<file path="src/core/mdra_params.svh">
// offsets, field positions, reset values and map constants of the memory decoder
`ifndef MDRA_PARAMS_SVH
`define MDRA_PARAMS_SVH
`define MDRA_REMAP_OFS 4'h0
`define MDRA_ASR_OFS 4'h4
`define MDRA_AASR_OFS 4'h8
`define MDRA_ASR_RST 32'h0000_0000
`define MDRA_AASR_RST 32'h0000_0000
`define MDRA_UND_BIT 0
`define MDRA_MIS_BIT 1
`define MDRA_SZ_LSB 8
`define MDRA_TYP_LSB 10
`define MDRA_SRC_LSB 16
`define MDRA_SAV_LSB 24
`define MDRA_MEM_TOP 4'h0
`define MDRA_PERIPH_TOP 4'hf
`define MDRA_SLOT_ZERO 8'h00
`define MDRA_SLOT_ONE 8'h01
`define MDRA_SLOT_SRAM 8'h02
`define MDRA_SLOT_ROM 8'h03
`endif

</file>
<file path="src/core/mdra_pkg.sv">
// types shared by the memory decoder
package mdra_pkg;
   typedef enum logic [1:0] {
      MDRA_SZ_BYTE = 2'b00,
      MDRA_SZ_HALF = 2'b01,
      MDRA_SZ_WORD = 2'b10
   } mdra_size_e;
   typedef enum logic [1:0] {
      MDRA_TY_READ = 2'b00,
      MDRA_TY_WRITE = 2'b01,
      MDRA_TY_FETCH = 2'b10
   } mdra_kind_e;
   typedef enum logic [1:0] {
      MDRA_TGT_NONE = 2'b00,
      MDRA_TGT_FLASH = 2'b01,
      MDRA_TGT_SRAM = 2'b10,
      MDRA_TGT_ROM = 2'b11
   } mdra_tgt_e;
   typedef struct packed {
      logic valid;
      logic [2:0] master;
      logic [31:0] addr;
      mdra_size_e size;
      mdra_kind_e kind;
   } mdra_req_s;
   typedef struct packed {
      logic valid;
      mdra_tgt_e target;
      logic [31:0] mem_addr;
      logic write;
      mdra_size_e size;
   } mdra_mem_s;
endpackage : mdra_pkg

</file>
<file path="src/core/mdra_decode.sv">
// address decoder: region, slot, aliasing and remap of slot zero
`timescale 1ns/1ns
`include "mdra_params.svh"
module mdra_decode
   import mdra_pkg::*;
#(
   parameter int FLASH_AW = 19,
   parameter int SRAM_AW = 17,
   parameter int ROM_AW = 12
) (
   input wire logic [31:0] addr,
   input wire logic remap,
   output mdra_tgt_e target,
   output logic [31:0] mem_addr,
   output logic undef
);
   logic [7:0] slot;
   logic [19:0] ofs;
   always_comb begin
      slot = addr[27:20];
      ofs = addr[19:0];
      target = MDRA_TGT_NONE;
      mem_addr = 32'h0000_0000;
      if (addr[31:28] == `MDRA_MEM_TOP) begin
         case (slot)
            `MDRA_SLOT_ZERO: target = remap ? MDRA_TGT_SRAM : MDRA_TGT_FLASH; // RULE6
            `MDRA_SLOT_ONE: target = MDRA_TGT_FLASH;
            `MDRA_SLOT_SRAM: target = MDRA_TGT_SRAM;
            `MDRA_SLOT_ROM: target = MDRA_TGT_ROM;
            default: target = MDRA_TGT_NONE; // RULE5
         endcase
      end
      // small memories ignore upper slot bits and repeat
      case (target)
         MDRA_TGT_FLASH: mem_addr = {12'h000, ofs & 20'((1 << FLASH_AW) - 1)}; // RULE3
         MDRA_TGT_SRAM: mem_addr = {12'h000, ofs & 20'((1 << SRAM_AW) - 1)}; // RULE3
         MDRA_TGT_ROM: mem_addr = {12'h000, ofs & 20'((1 << ROM_AW) - 1)}; // RULE3
         default: mem_addr = 32'h0000_0000;
      endcase
      // peripheral region passes on, the other fourteen regions abort
      undef = (addr[31:28] != `MDRA_PERIPH_TOP) && (target == MDRA_TGT_NONE); // RULE1 RULE4
   end
endmodule : mdra_decode

</file>
<file path="src/core/mdra_memory_controller.sv">
// memory decode, remap and abort status with an apb register slave
//
// Behaviour
// RULE1 - top four address bits pick memory or peripheral region; others abort
// RULE2 - eight more bits give each memory its own 1-Mbyte slot
// RULE3 - smaller memories repeat through their slot, upper slot bits ignored
// RULE4 - unmapped addresses in the memory region abort the requester
// RULE5 - slots four and up to the region end are undefined and abort
// RULE6 - slot zero shows flash from reset, sram after remap; sram stays at base
// RULE7 - writing one to the remap bit toggles slot zero; zero does nothing
// RULE8 - aborts come only from undefined address or misalignment
// RULE9 - the abort goes to every master; only the cpu acts on it
// RULE10 - each abort captures the full 32-bit address; register resets to zero
// RULE11 - each abort records access size: byte 00, half 01, word 10
// RULE12 - abort type: data read 00, data write 01, code fetch 10
// RULE13 - status bit 0 undefined cause, bit 1 misaligned cause, last abort only
// RULE14 - bits 16 to 18 name mac, dma, cpu as last abort source
// RULE15 - bits 24 to 26 keep earlier aborts per master; status read clears
// RULE16 - cpu data abort records the data address, not the instruction address
// RULE17 - misaligned word or half-word accesses are cancelled and aborted
// RULE18 - cpu instruction fetches skip the misalignment check
// RULE19 - aborted access touches nothing but the abort status and address
`timescale 1ns/1ns
`include "mdra_params.svh"
module mdra_memory_controller
   import mdra_pkg::*;
#(
   parameter int FLASH_AW = 19,
   parameter int SRAM_AW = 17,
   parameter int ROM_AW = 12
) (
   input wire logic core_clk,
   input wire logic rst,
   input wire logic clk_en,
   input wire logic psel,
   input wire logic penable,
   input wire logic pwrite,
   input wire logic [31:0] paddr,
   input wire logic [31:0] pwdata,
   input wire logic [3:0] pstrb,
   output logic [31:0] prdata,
   output logic pready,
   output logic pslverr,
   input wire mdra_req_s bus_req,
   output logic abort_out,
   output mdra_mem_s mem_req,
   output logic remap_state
);
   ////////////////////////////////////////////////////////////////////////////
   localparam logic [2:0] SRC_MAC = 3'h1;
   localparam logic [2:0] SRC_DMA = 3'h2;
   localparam logic [2:0] SRC_CPU = 3'h4;

   mdra_tgt_e dec_target;
   logic [31:0] dec_addr;
   logic dec_undef;
   logic misal;
   logic hit_abort;

   mdra_decode #(
      .FLASH_AW(FLASH_AW),
      .SRAM_AW(SRAM_AW),
      .ROM_AW(ROM_AW)
   ) u_decode (
      .addr(bus_req.addr),
      .remap(remap_state),
      .target(dec_target),
      .mem_addr(dec_addr),
      .undef(dec_undef)
   );

   always_comb begin
      misal = 1'b0;
      if (!((bus_req.master == SRC_CPU) && (bus_req.kind == MDRA_TY_FETCH))) begin // RULE18
         if (bus_req.size == MDRA_SZ_WORD) begin
            misal = bus_req.addr[1:0] != 2'b00; // RULE17
         end else if (bus_req.size == MDRA_SZ_HALF) begin
            misal = bus_req.addr[0]; // RULE17
         end
      end
      hit_abort = bus_req.valid && (dec_undef || misal); // RULE8
   end

   ////////////////////////////////////////////////////////////////////////////
   // apb slave, one wait state: pready rises in the second cycle of the access phase
   logic apb_acc;
   logic apb_wr;
   logic apb_rd;
   logic [3:0] ofs;
   logic ofs_ok;
   always_comb begin
      ofs = paddr[3:0];
      ofs_ok = (paddr[31:4] == 28'h000_0000) &&
         ((ofs == `MDRA_REMAP_OFS) || (ofs == `MDRA_ASR_OFS) || (ofs == `MDRA_AASR_OFS));
      apb_acc = psel && penable && !pready;
      apb_wr = apb_acc && pwrite && ofs_ok;
      apb_rd = apb_acc && !pwrite && ofs_ok;
   end

   ////////////////////////////////////////////////////////////////////////////
   logic remap_ff, nxt_remap;
   logic [1:0] cause_ff, nxt_cause;
   mdra_size_e size_ff, nxt_size;
   mdra_kind_e kind_ff, nxt_kind;
   logic [2:0] src_ff, nxt_src;
   logic [2:0] saved_ff, nxt_saved;
   logic [31:0] aaddr_ff, nxt_aaddr;
   logic abort_ff, nxt_abort;
   mdra_mem_s mem_ff, nxt_mem;
   logic [31:0] prdata_ff, nxt_prdata;
   logic pready_ff, nxt_pready;
   logic pslverr_ff, nxt_pslverr;
   logic [31:0] asr_val;

   always_comb begin
      asr_val = 32'h0000_0000;
      asr_val[`MDRA_UND_BIT] = cause_ff[0];
      asr_val[`MDRA_MIS_BIT] = cause_ff[1];
      asr_val[`MDRA_SZ_LSB +: 2] = size_ff;
      asr_val[`MDRA_TYP_LSB +: 2] = kind_ff;
      asr_val[`MDRA_SRC_LSB +: 3] = src_ff;
      asr_val[`MDRA_SAV_LSB +: 3] = saved_ff;
   end

   always_comb begin
      nxt_remap = remap_ff;
      nxt_cause = cause_ff;
      nxt_size = size_ff;
      nxt_kind = kind_ff;
      nxt_src = src_ff;
      nxt_saved = saved_ff;
      nxt_aaddr = aaddr_ff;
      nxt_abort = hit_abort; // RULE9
      nxt_prdata = 32'h0000_0000;
      nxt_pready = apb_acc;
      nxt_pslverr = apb_acc && !ofs_ok;
      nxt_mem = '0;
      // only a clean access reaches a memory
      if (bus_req.valid && !hit_abort) begin // RULE19
         nxt_mem.valid = dec_target != MDRA_TGT_NONE;
         nxt_mem.target = dec_target;
         nxt_mem.mem_addr = dec_addr; // RULE2
         nxt_mem.write = bus_req.kind == MDRA_TY_WRITE;
         nxt_mem.size = bus_req.size;
      end
      if (apb_wr && (ofs == `MDRA_REMAP_OFS) && pstrb[0] && pwdata[0]) begin
         nxt_remap = !remap_ff; // RULE7
      end
      if (apb_rd) begin
         case (ofs)
            `MDRA_ASR_OFS: nxt_prdata = asr_val;
            `MDRA_AASR_OFS: nxt_prdata = aaddr_ff;
            default: nxt_prdata = 32'h0000_0000;
         endcase
      end
      // status read clears saved flags; a same-cycle abort still sets them
      if (apb_rd && (ofs == `MDRA_ASR_OFS)) begin
         nxt_saved = 3'h0; // RULE15
      end
      if (hit_abort) begin
         nxt_cause = {misal, dec_undef}; // RULE13
         nxt_size = bus_req.size; // RULE11
         nxt_kind = bus_req.kind; // RULE12
         nxt_aaddr = bus_req.addr; // RULE10 RULE16
         nxt_src = bus_req.master; // RULE14
         // earlier abort of another master moves to saved once a newer one takes the source bits
         nxt_saved = nxt_saved | src_ff; // RULE15
         nxt_saved = nxt_saved & ~bus_req.master; // RULE15
      end
   end

   always_ff @(posedge core_clk or posedge rst) begin
      if (rst) begin
         remap_ff <= 1'b0; // RULE6
         cause_ff <= 2'b00;
         size_ff <= MDRA_SZ_BYTE;
         kind_ff <= MDRA_TY_READ;
         src_ff <= 3'h0;
         saved_ff <= 3'h0;
         aaddr_ff <= `MDRA_AASR_RST;
         abort_ff <= 1'b0;
         mem_ff <= '0;
         prdata_ff <= 32'h0000_0000;
         pready_ff <= 1'b0;
         pslverr_ff <= 1'b0;
      end else if (clk_en) begin
         remap_ff <= nxt_remap;
         cause_ff <= nxt_cause;
         size_ff <= nxt_size;
         kind_ff <= nxt_kind;
         src_ff <= nxt_src;
         saved_ff <= nxt_saved;
         aaddr_ff <= nxt_aaddr;
         abort_ff <= nxt_abort;
         mem_ff <= nxt_mem;
         prdata_ff <= nxt_prdata;
         pready_ff <= nxt_pready;
         pslverr_ff <= nxt_pslverr;
      end
   end

   always_comb begin
      prdata = prdata_ff;
      pready = pready_ff;
      pslverr = pslverr_ff;
      abort_out = abort_ff;
      mem_req = mem_ff;
      remap_state = remap_ff;
   end

   ////////////////////////////////////////////////////////////////////////////
   abort_follows_a: assert property (@(posedge core_clk) disable iff (rst) // RULE8
      clk_en && hit_abort |=> abort_out && aaddr_ff == $past(bus_req.addr))
      else $error("abort or address not captured");
   fetch_aligned_a: assert property (@(posedge core_clk) disable iff (rst) // RULE18
      clk_en && bus_req.valid && bus_req.master == SRC_CPU && bus_req.kind == MDRA_TY_FETCH
      && !dec_undef |=> !abort_out)
      else $error("cpu fetch aborted");
   word_misal_a: assert property (@(posedge core_clk) disable iff (rst) // RULE17
      clk_en && bus_req.valid && bus_req.kind != MDRA_TY_FETCH
      && bus_req.size == MDRA_SZ_WORD && bus_req.addr[1:0] != 2'b00
      |=> abort_out && cause_ff[1] && !mem_ff.valid)
      else $error("misaligned word not aborted");
   remap_toggle_a: assert property (@(posedge core_clk) disable iff (rst) // RULE7
      clk_en && apb_wr && ofs == `MDRA_REMAP_OFS && pstrb[0] && pwdata[0]
      |=> remap_state != $past(remap_state))
      else $error("remap did not toggle");
   remap_hold_a: assert property (@(posedge core_clk) disable iff (rst) // RULE7
      clk_en && !(apb_wr && ofs == `MDRA_REMAP_OFS && pwdata[0]) |=> $stable(remap_state))
      else $error("remap changed without command");
   slot_zero_a: assert property (@(posedge core_clk) disable iff (rst) // RULE6
      bus_req.valid && bus_req.addr[31:20] == 12'h000
      |-> dec_target == (remap_state ? MDRA_TGT_SRAM : MDRA_TGT_FLASH))
      else $error("slot zero mapping wrong");
   high_slot_a: assert property (@(posedge core_clk) disable iff (rst) // RULE5
      clk_en && bus_req.valid && bus_req.addr[31:28] == 4'h0 && bus_req.addr[27:22] != 6'h00
      |=> abort_out && cause_ff[0])
      else $error("undefined slot not aborted");
   region_a: assert property (@(posedge core_clk) disable iff (rst) // RULE1
      clk_en && bus_req.valid && bus_req.addr[31:28] != 4'h0 && bus_req.addr[31:28] != 4'hf
      |=> abort_out)
      else $error("undefined region not aborted");
   src_bits_a: assert property (@(posedge core_clk) disable iff (rst) // RULE14
      clk_en && hit_abort |=> src_ff == $past(bus_req.master) && size_ff == $past(bus_req.size))
      else $error("source or size not recorded");
   saved_clear_a: assert property (@(posedge core_clk) disable iff (rst) // RULE15
      clk_en && apb_rd && ofs == `MDRA_ASR_OFS && !hit_abort |=> saved_ff == 3'h0)
      else $error("saved flags not cleared by read");

   ////////////////////////////////////////////////////////////////////////////
   // decode, pass-through and status capture
   undef_cause_a: assert property (@(posedge core_clk) disable iff (rst) // RULE4
      clk_en && bus_req.valid && dec_undef |=> abort_out && cause_ff[0])
      else $error("unmapped address not aborted");
   periph_pass_a: assert property (@(posedge core_clk) disable iff (rst) // RULE1
      clk_en && bus_req.valid && bus_req.addr[31:28] == 4'hf && !misal
      |=> !abort_out && !mem_ff.valid)
      else $error("peripheral access aborted or reached a memory");
   slot_flash_a: assert property (@(posedge core_clk) disable iff (rst) // RULE2
      bus_req.valid && bus_req.addr[31:20] == 12'h001 |-> dec_target == MDRA_TGT_FLASH)
      else $error("slot one not flash");
   slot_sram_a: assert property (@(posedge core_clk) disable iff (rst) // RULE2
      bus_req.valid && bus_req.addr[31:20] == 12'h002 |-> dec_target == MDRA_TGT_SRAM)
      else $error("slot two not sram");
   slot_rom_a: assert property (@(posedge core_clk) disable iff (rst) // RULE2
      bus_req.valid && bus_req.addr[31:20] == 12'h003 |-> dec_target == MDRA_TGT_ROM)
      else $error("slot three not rom");
   sram_alias_a: assert property (@(posedge core_clk) disable iff (rst) // RULE3
      clk_en && bus_req.valid && !hit_abort && dec_target == MDRA_TGT_SRAM
      |=> mem_ff.mem_addr[31:SRAM_AW] == '0
      && mem_ff.mem_addr[SRAM_AW-1:0] == $past(bus_req.addr[SRAM_AW-1:0]))
      else $error("sram offset not aliased");
   flash_alias_a: assert property (@(posedge core_clk) disable iff (rst) // RULE3
      clk_en && bus_req.valid && !hit_abort && dec_target == MDRA_TGT_FLASH
      |=> mem_ff.mem_addr[31:FLASH_AW] == '0
      && mem_ff.mem_addr[FLASH_AW-1:0] == $past(bus_req.addr[FLASH_AW-1:0]))
      else $error("flash offset not aliased");
   half_misal_a: assert property (@(posedge core_clk) disable iff (rst) // RULE17
      clk_en && bus_req.valid && bus_req.kind != MDRA_TY_FETCH
      && bus_req.size == MDRA_SZ_HALF && bus_req.addr[0]
      |=> abort_out && cause_ff[1] && !mem_ff.valid)
      else $error("misaligned half-word not aborted");
   abort_pulse_a: assert property (@(posedge core_clk) disable iff (rst) // RULE9
      clk_en && !hit_abort |=> !abort_out)
      else $error("abort without cause");
   addr_hold_a: assert property (@(posedge core_clk) disable iff (rst) // RULE10
      clk_en && !hit_abort |=> $stable(aaddr_ff))
      else $error("abort address changed without abort");
   data_addr_a: assert property (@(posedge core_clk) disable iff (rst) // RULE16
      clk_en && hit_abort && bus_req.master == SRC_CPU && bus_req.kind != MDRA_TY_FETCH
      |=> aaddr_ff == $past(bus_req.addr))
      else $error("cpu data abort address wrong");
   kind_rec_a: assert property (@(posedge core_clk) disable iff (rst) // RULE12
      clk_en && hit_abort |=> kind_ff == $past(bus_req.kind))
      else $error("abort type not recorded");
   cause_rec_a: assert property (@(posedge core_clk) disable iff (rst) // RULE13
      clk_en && hit_abort
      |=> cause_ff[0] == $past(dec_undef) && cause_ff[1] == $past(misal))
      else $error("abort cause not recorded");
   clean_pass_a: assert property (@(posedge core_clk) disable iff (rst) // RULE19
      clk_en && bus_req.valid && !hit_abort && dec_target != MDRA_TGT_NONE
      |=> mem_ff.valid && !abort_out)
      else $error("clean access did not reach its memory");
   saved_excl_a: assert property (@(posedge core_clk) disable iff (rst) // RULE15
      clk_en && hit_abort |=> (saved_ff & src_ff) == 3'h0)
      else $error("saved flag repeats the last source");
   abort_only_a: assert property (@(posedge core_clk) disable iff (rst) // RULE19
      clk_en && hit_abort |=> !mem_ff.valid)
      else $error("aborted access reached a memory");
endmodule : mdra_memory_controller

</file>
<file path="config.mk">
export PLATFORM = sky130hd
export DESIGN_NAME = mdra_memory_controller
export DESIGN_NICKNAME = d
export VERILOG_FILES = /design/src/core/mdra_pkg.sv /design/src/core/mdra_decode.sv /design/src/core/mdra_memory_controller.sv
export VERILOG_INCLUDE_DIRS = /design/src /design/src/core
export SDC_FILE = /design/constraint.sdc
export NUM_CORES = 1
export LEC_CHECK = 0
export BUFFER_PORTS_ARGS = -buffer_cell sky130_fd_sc_hd__buf_4
export CAP_MARGIN = 5
export CORE_AREA = 4 4 75 147
export CTS_CLUSTER_DIAMETER = 80
export DETAILED_ROUTE_END_ITERATION = 8
export DIE_AREA = 0 0 79 151
export PLACE_DENSITY = 0.84
export SETUP_SLACK_MARGIN = 0.15
export SYNTH_ARGS = -nofsm -noshare
export SYNTH_HDL_FRONTEND = slang
export SYNTH_SLANG_ARGS = --single-unit
export TNS_END_PERCENT = 50
</file>
<file path="constraint.sdc">
create_clock -name core_clk -period 5.4 [get_ports core_clk]
set_input_delay 1.08 -clock core_clk [delete_from_list [all_inputs] [get_ports core_clk]]
set_output_delay 1.08 -clock core_clk [all_outputs]
set_load 0.005 [all_outputs]
</file>
==> results.toml, run 1 <==
[run_status]
status = "finished, final reports clean"

[sta]
hold_viol_final = 0
fin_crit_sh_pct = 57.2
slew_violations = 0
worst_slack_ns = 2.31
setup_tns_ns = 0
min_period_ns = 3.09
rsz0062_at_grt = "false"
fmax_ghz = 0.324
tightestPinTransition_ns = 1.22
max_slew_margin_pct = 18.3
setup_viol = 0
finClkSkew_ns = 0.00449

[clocking]
hold_buffers = 0
postCtsSetupRepairBufs = 0
cts_resized = 0
cts_tree = "yes"
htree_levels = 3
cts-root-buf = "clkbuf_16"
insertion_delay_ns = 0.33
cts_max_path_buffers = 2
cts.clk_slew.worst_paths_ns = 0.07
cts.sinks = 105
cts_buffers = 9

[setup_path]
slowest_delay_ns = 0.94
path_cells = "buf_4 -> and4_1 -> a31oi_1 -> a21oi_4 -> nor2_4 -> mux2_2"
crit_type = "input pin to register"
rr_startpoint = "pready$_DFFE_PP0P_"
arrival_ns = 3.31
critical_path_required_ns = 5.62
cp-end-kind = "register"
critical-path-slowest-cell = "nor2_4"
startpoint = "bus_req[35]"
cp-start-kind = "input pin"
critPathMaxFanout = 42

[die]
dieArea_um2 = 11900
io_pins = 188
core-area_um2 = 10000
die_h_um = 151
rows = 52
dieWidth_um = 79
initial_core_util_pct = 44.0

[pwr]
leakagePower_nw = 2.88
switching_share_pct = 22.4
clkPwrFrac_pct = 40.3
p_seq_share_pct = 50.1
intPower_w = 0.00135
ir_drop_mv = 0.162
combPwrFrac_pct = 9.6
p_sw_w = 0.000390
power_density_nw_per_um2 = 299

[route]
avgViaCountPerCell = 5.39
first_iter_violations = 135
routed_wl_um = 11100
ant_nets = 0
routedWlPerCell_um = 18.5
num_vias = 3246
drc = 0
first_pass_iters = 4

[grt]
grt-ovfl-total = 0
antenna_found_initial = 0
grt_pass1_vias = 3539
grt_max_degree = 64
grtUsageMet1_pct = 20.4
grt_pass1_wl_um = 17600
grt.total_usage_pct = 19.4
grt.busiest_layer = "met2"
grt_use_met2_pct = 34.5
grtUsageMet3_pct = 4.58

[placement]
place_congestion = 0.805
io_buffers = 140
place_ws_ns = 1.97
dpl.hpwl_um = 8260

[synth]
synth_seq_cells = 105
ys_seq_area_share_pct = 59.6
synthCells = 324
yosys_warnings = 0
synthDistinctLibCells = 45
netlist_area_um2 = 4410
async_flop_share_pct = 100
synth_flop_cell = "dfrtp_1"
synth_edf_count = 0
synth.avg_cell_area_um2 = 13.6

[hold_path]
min_from = "aaddr_ff[25]$_DFFE_PP0P_"
hp-class = "register to register"

[cells_and_area]
antenna_cells = 0
fill_cells = 833
area_growth_pct = 32.1
drive_above_1_share_pct = 45.4
nets = 576

[run]
drv_cap = 0
-- cell usage after synthesis (2+ instances only) --
| library cell | instances | area share [%] |
|---|---|---|
| buf_4 | 13 | 2.2 |
| nor2_1 | 4 | 0.34 |
| o32a_1 | 2 | 0.45 |
| a221o_1 | 6 | 1.4 |
| clkbuf_1 | 6 | 0.51 |
| nand4_1 | 3 | 0.43 |
| a211oi_1 | 2 | 0.34 |
| nand2b_1 | 4 | 0.57 |
| dfrtp_1 | 105 | 60 |
| nor3_1 | 3 | 0.34 |
| buf_2 | 3 | 0.34 |
| nor4_1 | 8 | 1.1 |
| buf_6 | 7 | 1.8 |
| nand3_1 | 3 | 0.34 |
| inv_1 | 11 | 0.94 |
| a22o_1 | 45 | 8.9 |
| o2bb2ai_1 | 3 | 0.60 |
| nand2_1 | 7 | 0.60 |
| mux2_2 | 39 | 10 |
| nor4_2 | 2 | 0.57 |
| a21o_1 | 8 | 1.4 |
| o211ai_1 | 2 | 0.34 |
| nor2b_1 | 6 | 0.85 |
| o21ai_0 | 11 | 1.2 |
-- registers in the layout (all words and copies together) (netlist names) --
signal       count
aaddr_ff        32
prdata          32
mem_req         25
saved_ff         3
src_ff           3
cause_ff         2
kind_ff          2
size_ff          2
abort_out        1
pready           1
pslverr          1
remap_state      1
-- cell type report --
class                           count  area [um^2]  share of cell area, %
Clock buffer                       10          239                   4.11
Clock inverter                      6         91.3                   1.57
Inverter                           12         47.5                  0.817
Multi-Input combinational cell    190         1560                   26.9
Sequential cell                   105         2630                   45.2
Tap cell                          135          169                   2.90
Timing Repair Buffer              144         1080                   18.6
-- power by group through the flow --
| stage | Combinational [W] | Clock, W | Sequential [W] |
|---|---|---|---|
| global route | 0.000185 | 0.000750 | 0.000878 |
| CTS | 0.000169 | 0.000714 | 0.000872 |
| detailed placement | 0.000168 | 0 | 0.000887 |
| finish | 0.000167 | 0.000702 | 0.000872 |
| global placement | 0.000161 | 0 | 0.000883 |
| floorplan | 0.000102 | 0 | 0.000876 |
-- routing by layer --
metal | up-vias | part of all wire [%]
li1 | 1455 | -
met1 | 1606 | 35
met2 | 148 | 54
met3 | 37 | 6.1
met4 | 0 | 4.9
met5 | - | 0
-- placed cells by master, fill, tap and decap left out, types with 3 or more instances in the layout --
cell        synthesis  routed
buf_4              13     144
dfrtp_1           105     105
a22o_1             45      45
mux2_2             39      39
conb_1              1      13
o21ai_0            11      11
inv_1              11      10
clkbuf_16           0       9
nor4_1              8       8
a21o_1              8       8
nand2_1             7       7
nor2b_1             6       6
a221o_1             6       6
nor2_1              4       4
nand2b_1            4       4
nor3_1              3       3
nand3_1             3       3
nand4_1             3       3
o2bb2ai_1           3       3
clkinvlp_4          0       3
-- cell families (layout without fill, tap and decap cells) --
family / after synthesis / after routing / share of synthesized area (%)
AOI/OAI and AO/OA: 89 / 89 / 16.9
xor gates and xnor gates: 1 / 1 / 0.199
DFF: 105 / 105 / 59.6
buffers and inverters: 41 / 172 / 5.88
muxes: 39 / 39 / 9.97
other: 1 / 13 / 0.0851
and+or+nand+nor: 48 / 48 / 7.33
-- per-stage QoR --
stage | cells | total power [W] | area, um^2 | hold slack, ns | util (%)
3_5_place_dp | 586 | 0.00106 | 5490 | 0.472 | 54.8
3_3_place_gp | 586 | 0.00104 | 5490 | 0.455 | 54.8
2_1_floorplan | 336 | 0.000978 | 4450 | 0.445 | -
6_report | 602 | 0.00174 | 5820 | 0.484 | 58.1
4_1_cts | 602 | 0.00175 | 5820 | 0.487 | 58.1
5_1_grt | 602 | 0.00181 | 5820 | 0.496 | 58.1
-- final timing paths --
| check | endpoint | slack [ns] | depth (start not counted) |
|---|---|---|---|
| setup / recovery | aaddr_ff[9]$_DFFE_PP0P_ | 2.31 | 6 |
| hold / removal | prdata[25]$_DFFE_PP0P_ | 0.48 | 1 |
| setup reg to reg | prdata[8]$_DFFE_PP0P_ | 3.37 | 6 |
| hold reg to reg | prdata[25]$_DFFE_PP0P_ | 0.48 | 1 |
| max in group asynchronous | prdata[21]$_DFFE_PP0P_ | 3.48 | 3 |
| min in group asynchronous | prdata[7]$_DFFE_PP0P_ | 0.89 | 2 |
-- critical path: cells and delay by family --
kind	cells	cell delay (ns)
multiplexers	1	0.43
AND/OR/NAND/NOR	2	1.17
buffers and inverters	1	0.12
AO/OA/AOI/OAI	2	0.50
Power figures use the tool's default switching activity.
==> run 2: changes to the inputs <==
==> constraint.sdc (replaced) <==
create_clock -name core_clk -period 3.2 [get_ports core_clk]
set_input_delay 0.64 -clock core_clk [delete_from_list [all_inputs] [get_ports core_clk]]
set_output_delay 0.64 -clock core_clk [all_outputs]
set_load 0.005 [all_outputs]
==> results.toml, run 2 (synthesized netlist as in run 1, its figures left out) <==
[setup_path]
path_cells = "buf_4 -> and4_1 -> a31oi_1 -> a21oi_4 -> nor2_4 -> buf_4 -> mux2_2"
rr_startpoint = "pready$_DFFE_PP0P_"
critical_path_required_ns = 3.43
startpoint = "bus_req[35]"
cp-start-kind = "input pin"
critPathMaxFanout = 25
arrival_ns = 2.82
cpMostUsedCell = "buf_4"
critical-path-slowest-cell = "nor2_4"
crit_type = "input pin to register"
slowest_delay_ns = 0.57
cp-end-kind = "register"

[sta]
worst_slack_ns = 0.613
hold_viol_final = 0
min_period_ns = 2.59
setup_viol = 0
finClkSkew_ns = 0.00593
holdWs_ns = 0.456
max_slew_margin_pct = 43.5
fin_crit_sh_pct = 80.8
setup_tns_ns = 0
rsz0062_at_grt = "false"
slew_violations = 0
tightestPinTransition_ns = 0.846
fmax_ghz = 0.387

[hold_path]
hp-class = "input pin to async pin"

[pwr]
p_seq_share_pct = 51.5
switching_share_pct = 23.5
p_sw_w = 0.000672
power_density_nw_per_um2 = 490
combPwrFrac_pct = 10.1
intPower_w = 0.00219
ir_drop_mv = 0.277
leakagePower_nw = 2.89
p_total_w = 0.00286
clkPwrFrac_pct = 38.4

[cells_and_area]
antenna_cells = 0
mostFrequentLayoutCell = "buf_4"
layout_common_cells = "buf_4 (148), dfrtp_1 (105), a22o_1 (45), mux2_2 (39), conb_1 (13)"
area_growth_pct = 32.5
drive_above_1_share_pct = 45.6
final_util_pct = 58.3
nets = 581

[clocking]
htree_levels = 3
cts-root-buf = "clkbuf_16"
postCtsSetupRepairBufs = 0
hold_buffers = 0
cts_resized = 0
cts_max_path_buffers = 2
cts_buffers = 9
cts.clk_slew.worst_paths_ns = 0.07
insertion_delay_ns = 0.34
cts.sinks = 105
cts_tree = "yes"

[die]
die_h_um = 151
initial_core_util_pct = 44.0
dieArea_um2 = 11900
core-area_um2 = 10000
io_pins = 188
rows = 52
dieWidth_um = 79

[placement]
place_ws_ns = 0.220
dpl.hpwl_um = 8670
io_buffers = 140
place_congestion = 0.813

[route]
drc = 0
first_pass_iters = 4
routedWlPerCell_um = 19.0
first_iter_violations = 151
num_vias = 3307
routed_wl_um = 11500
ant_nets = 0
avgViaCountPerCell = 5.45

[grt]
grt_pass1_vias = 3478
antenna_found_initial = 0
grt_pass1_wl_um = 18000
grt_max_degree = 50
grt.total_usage_pct = 20.0
grt-ovfl-total = 0

[run_status]
status = "finished, final reports clean"

[run]
drv_cap = 0
[run 2: path summary, 6_finish.rpt]
check,cells after the start,to,slack (ns)
worst max-delay path,7,aaddr_ff[31]$_DFFE_PP0P_,0.61
worst min-delay path,2,prdata[23]$_DFFE_PP0P_,0.46
worst max register to register,6,prdata[24]$_DFFE_PP0P_,1.21
worst min register to register,1,prdata[18]$_DFFE_PP0P_,0.47
max in group asynchronous,3,mem_req[17]$_DFFE_PP0P_,2.00
min in group core_clk,1,prdata[18]$_DFFE_PP0P_,0.47
[run 2: metal layers]
| metal | global-route usage (%) | vias up | share of wire, % |
|---|---|---|---|
| li1 | - | 1465 | - |
| met1 | 21.0 | 1668 | 34 |
| met2 | 35.8 | 140 | 55 |
| met3 | 3.81 | 34 | 5.4 |
| met4 | 12.6 | 0 | 5.2 |
| met5 | 0 | - | 0 |
[run 2: through the flow]
step | instance area [um^2] | cells
6_report | 5840 | 607
5_1_grt | 5840 | 607
4_1_cts | 5840 | 607
3_5_place_dp | 5540 | 591
3_3_place_gp | 5540 | 591
2_1_floorplan | 4450 | 336
[run 2: power by group through the flow]
| stage | sequential (W) | combinational, W | clock (W) |
|---|---|---|---|
| global placement | 0.00149 | 0.000278 | 0 |
| global route | 0.00148 | 0.000319 | 0.00117 |
| finish | 0.00147 | 0.000288 | 0.00110 |
| floorplan | 0.00148 | 0.000172 | 0 |
| detailed placement | 0.00150 | 0.000291 | 0 |
| CTS | 0.00147 | 0.000293 | 0.00112 |
[run 2: layout make-up]
type,instances,area (um^2)
multi-input combinational,190,1560
tap,135,169
clock inverter,6,67.6
sequential,105,2630
inverter,12,48.8
fill,842,4180
timing repair buffer,149,1130
clock buffer,10,229
[run 2: critical path: cells and delay by family]
kind / cells / cell delay [ns]
AO/OA/AOI/OAI: 2 / 0.47
buffers and inverters: 2 / 0.52
multiplexers: 1 / 0.38
AND/OR/NAND/NOR: 2 / 0.79
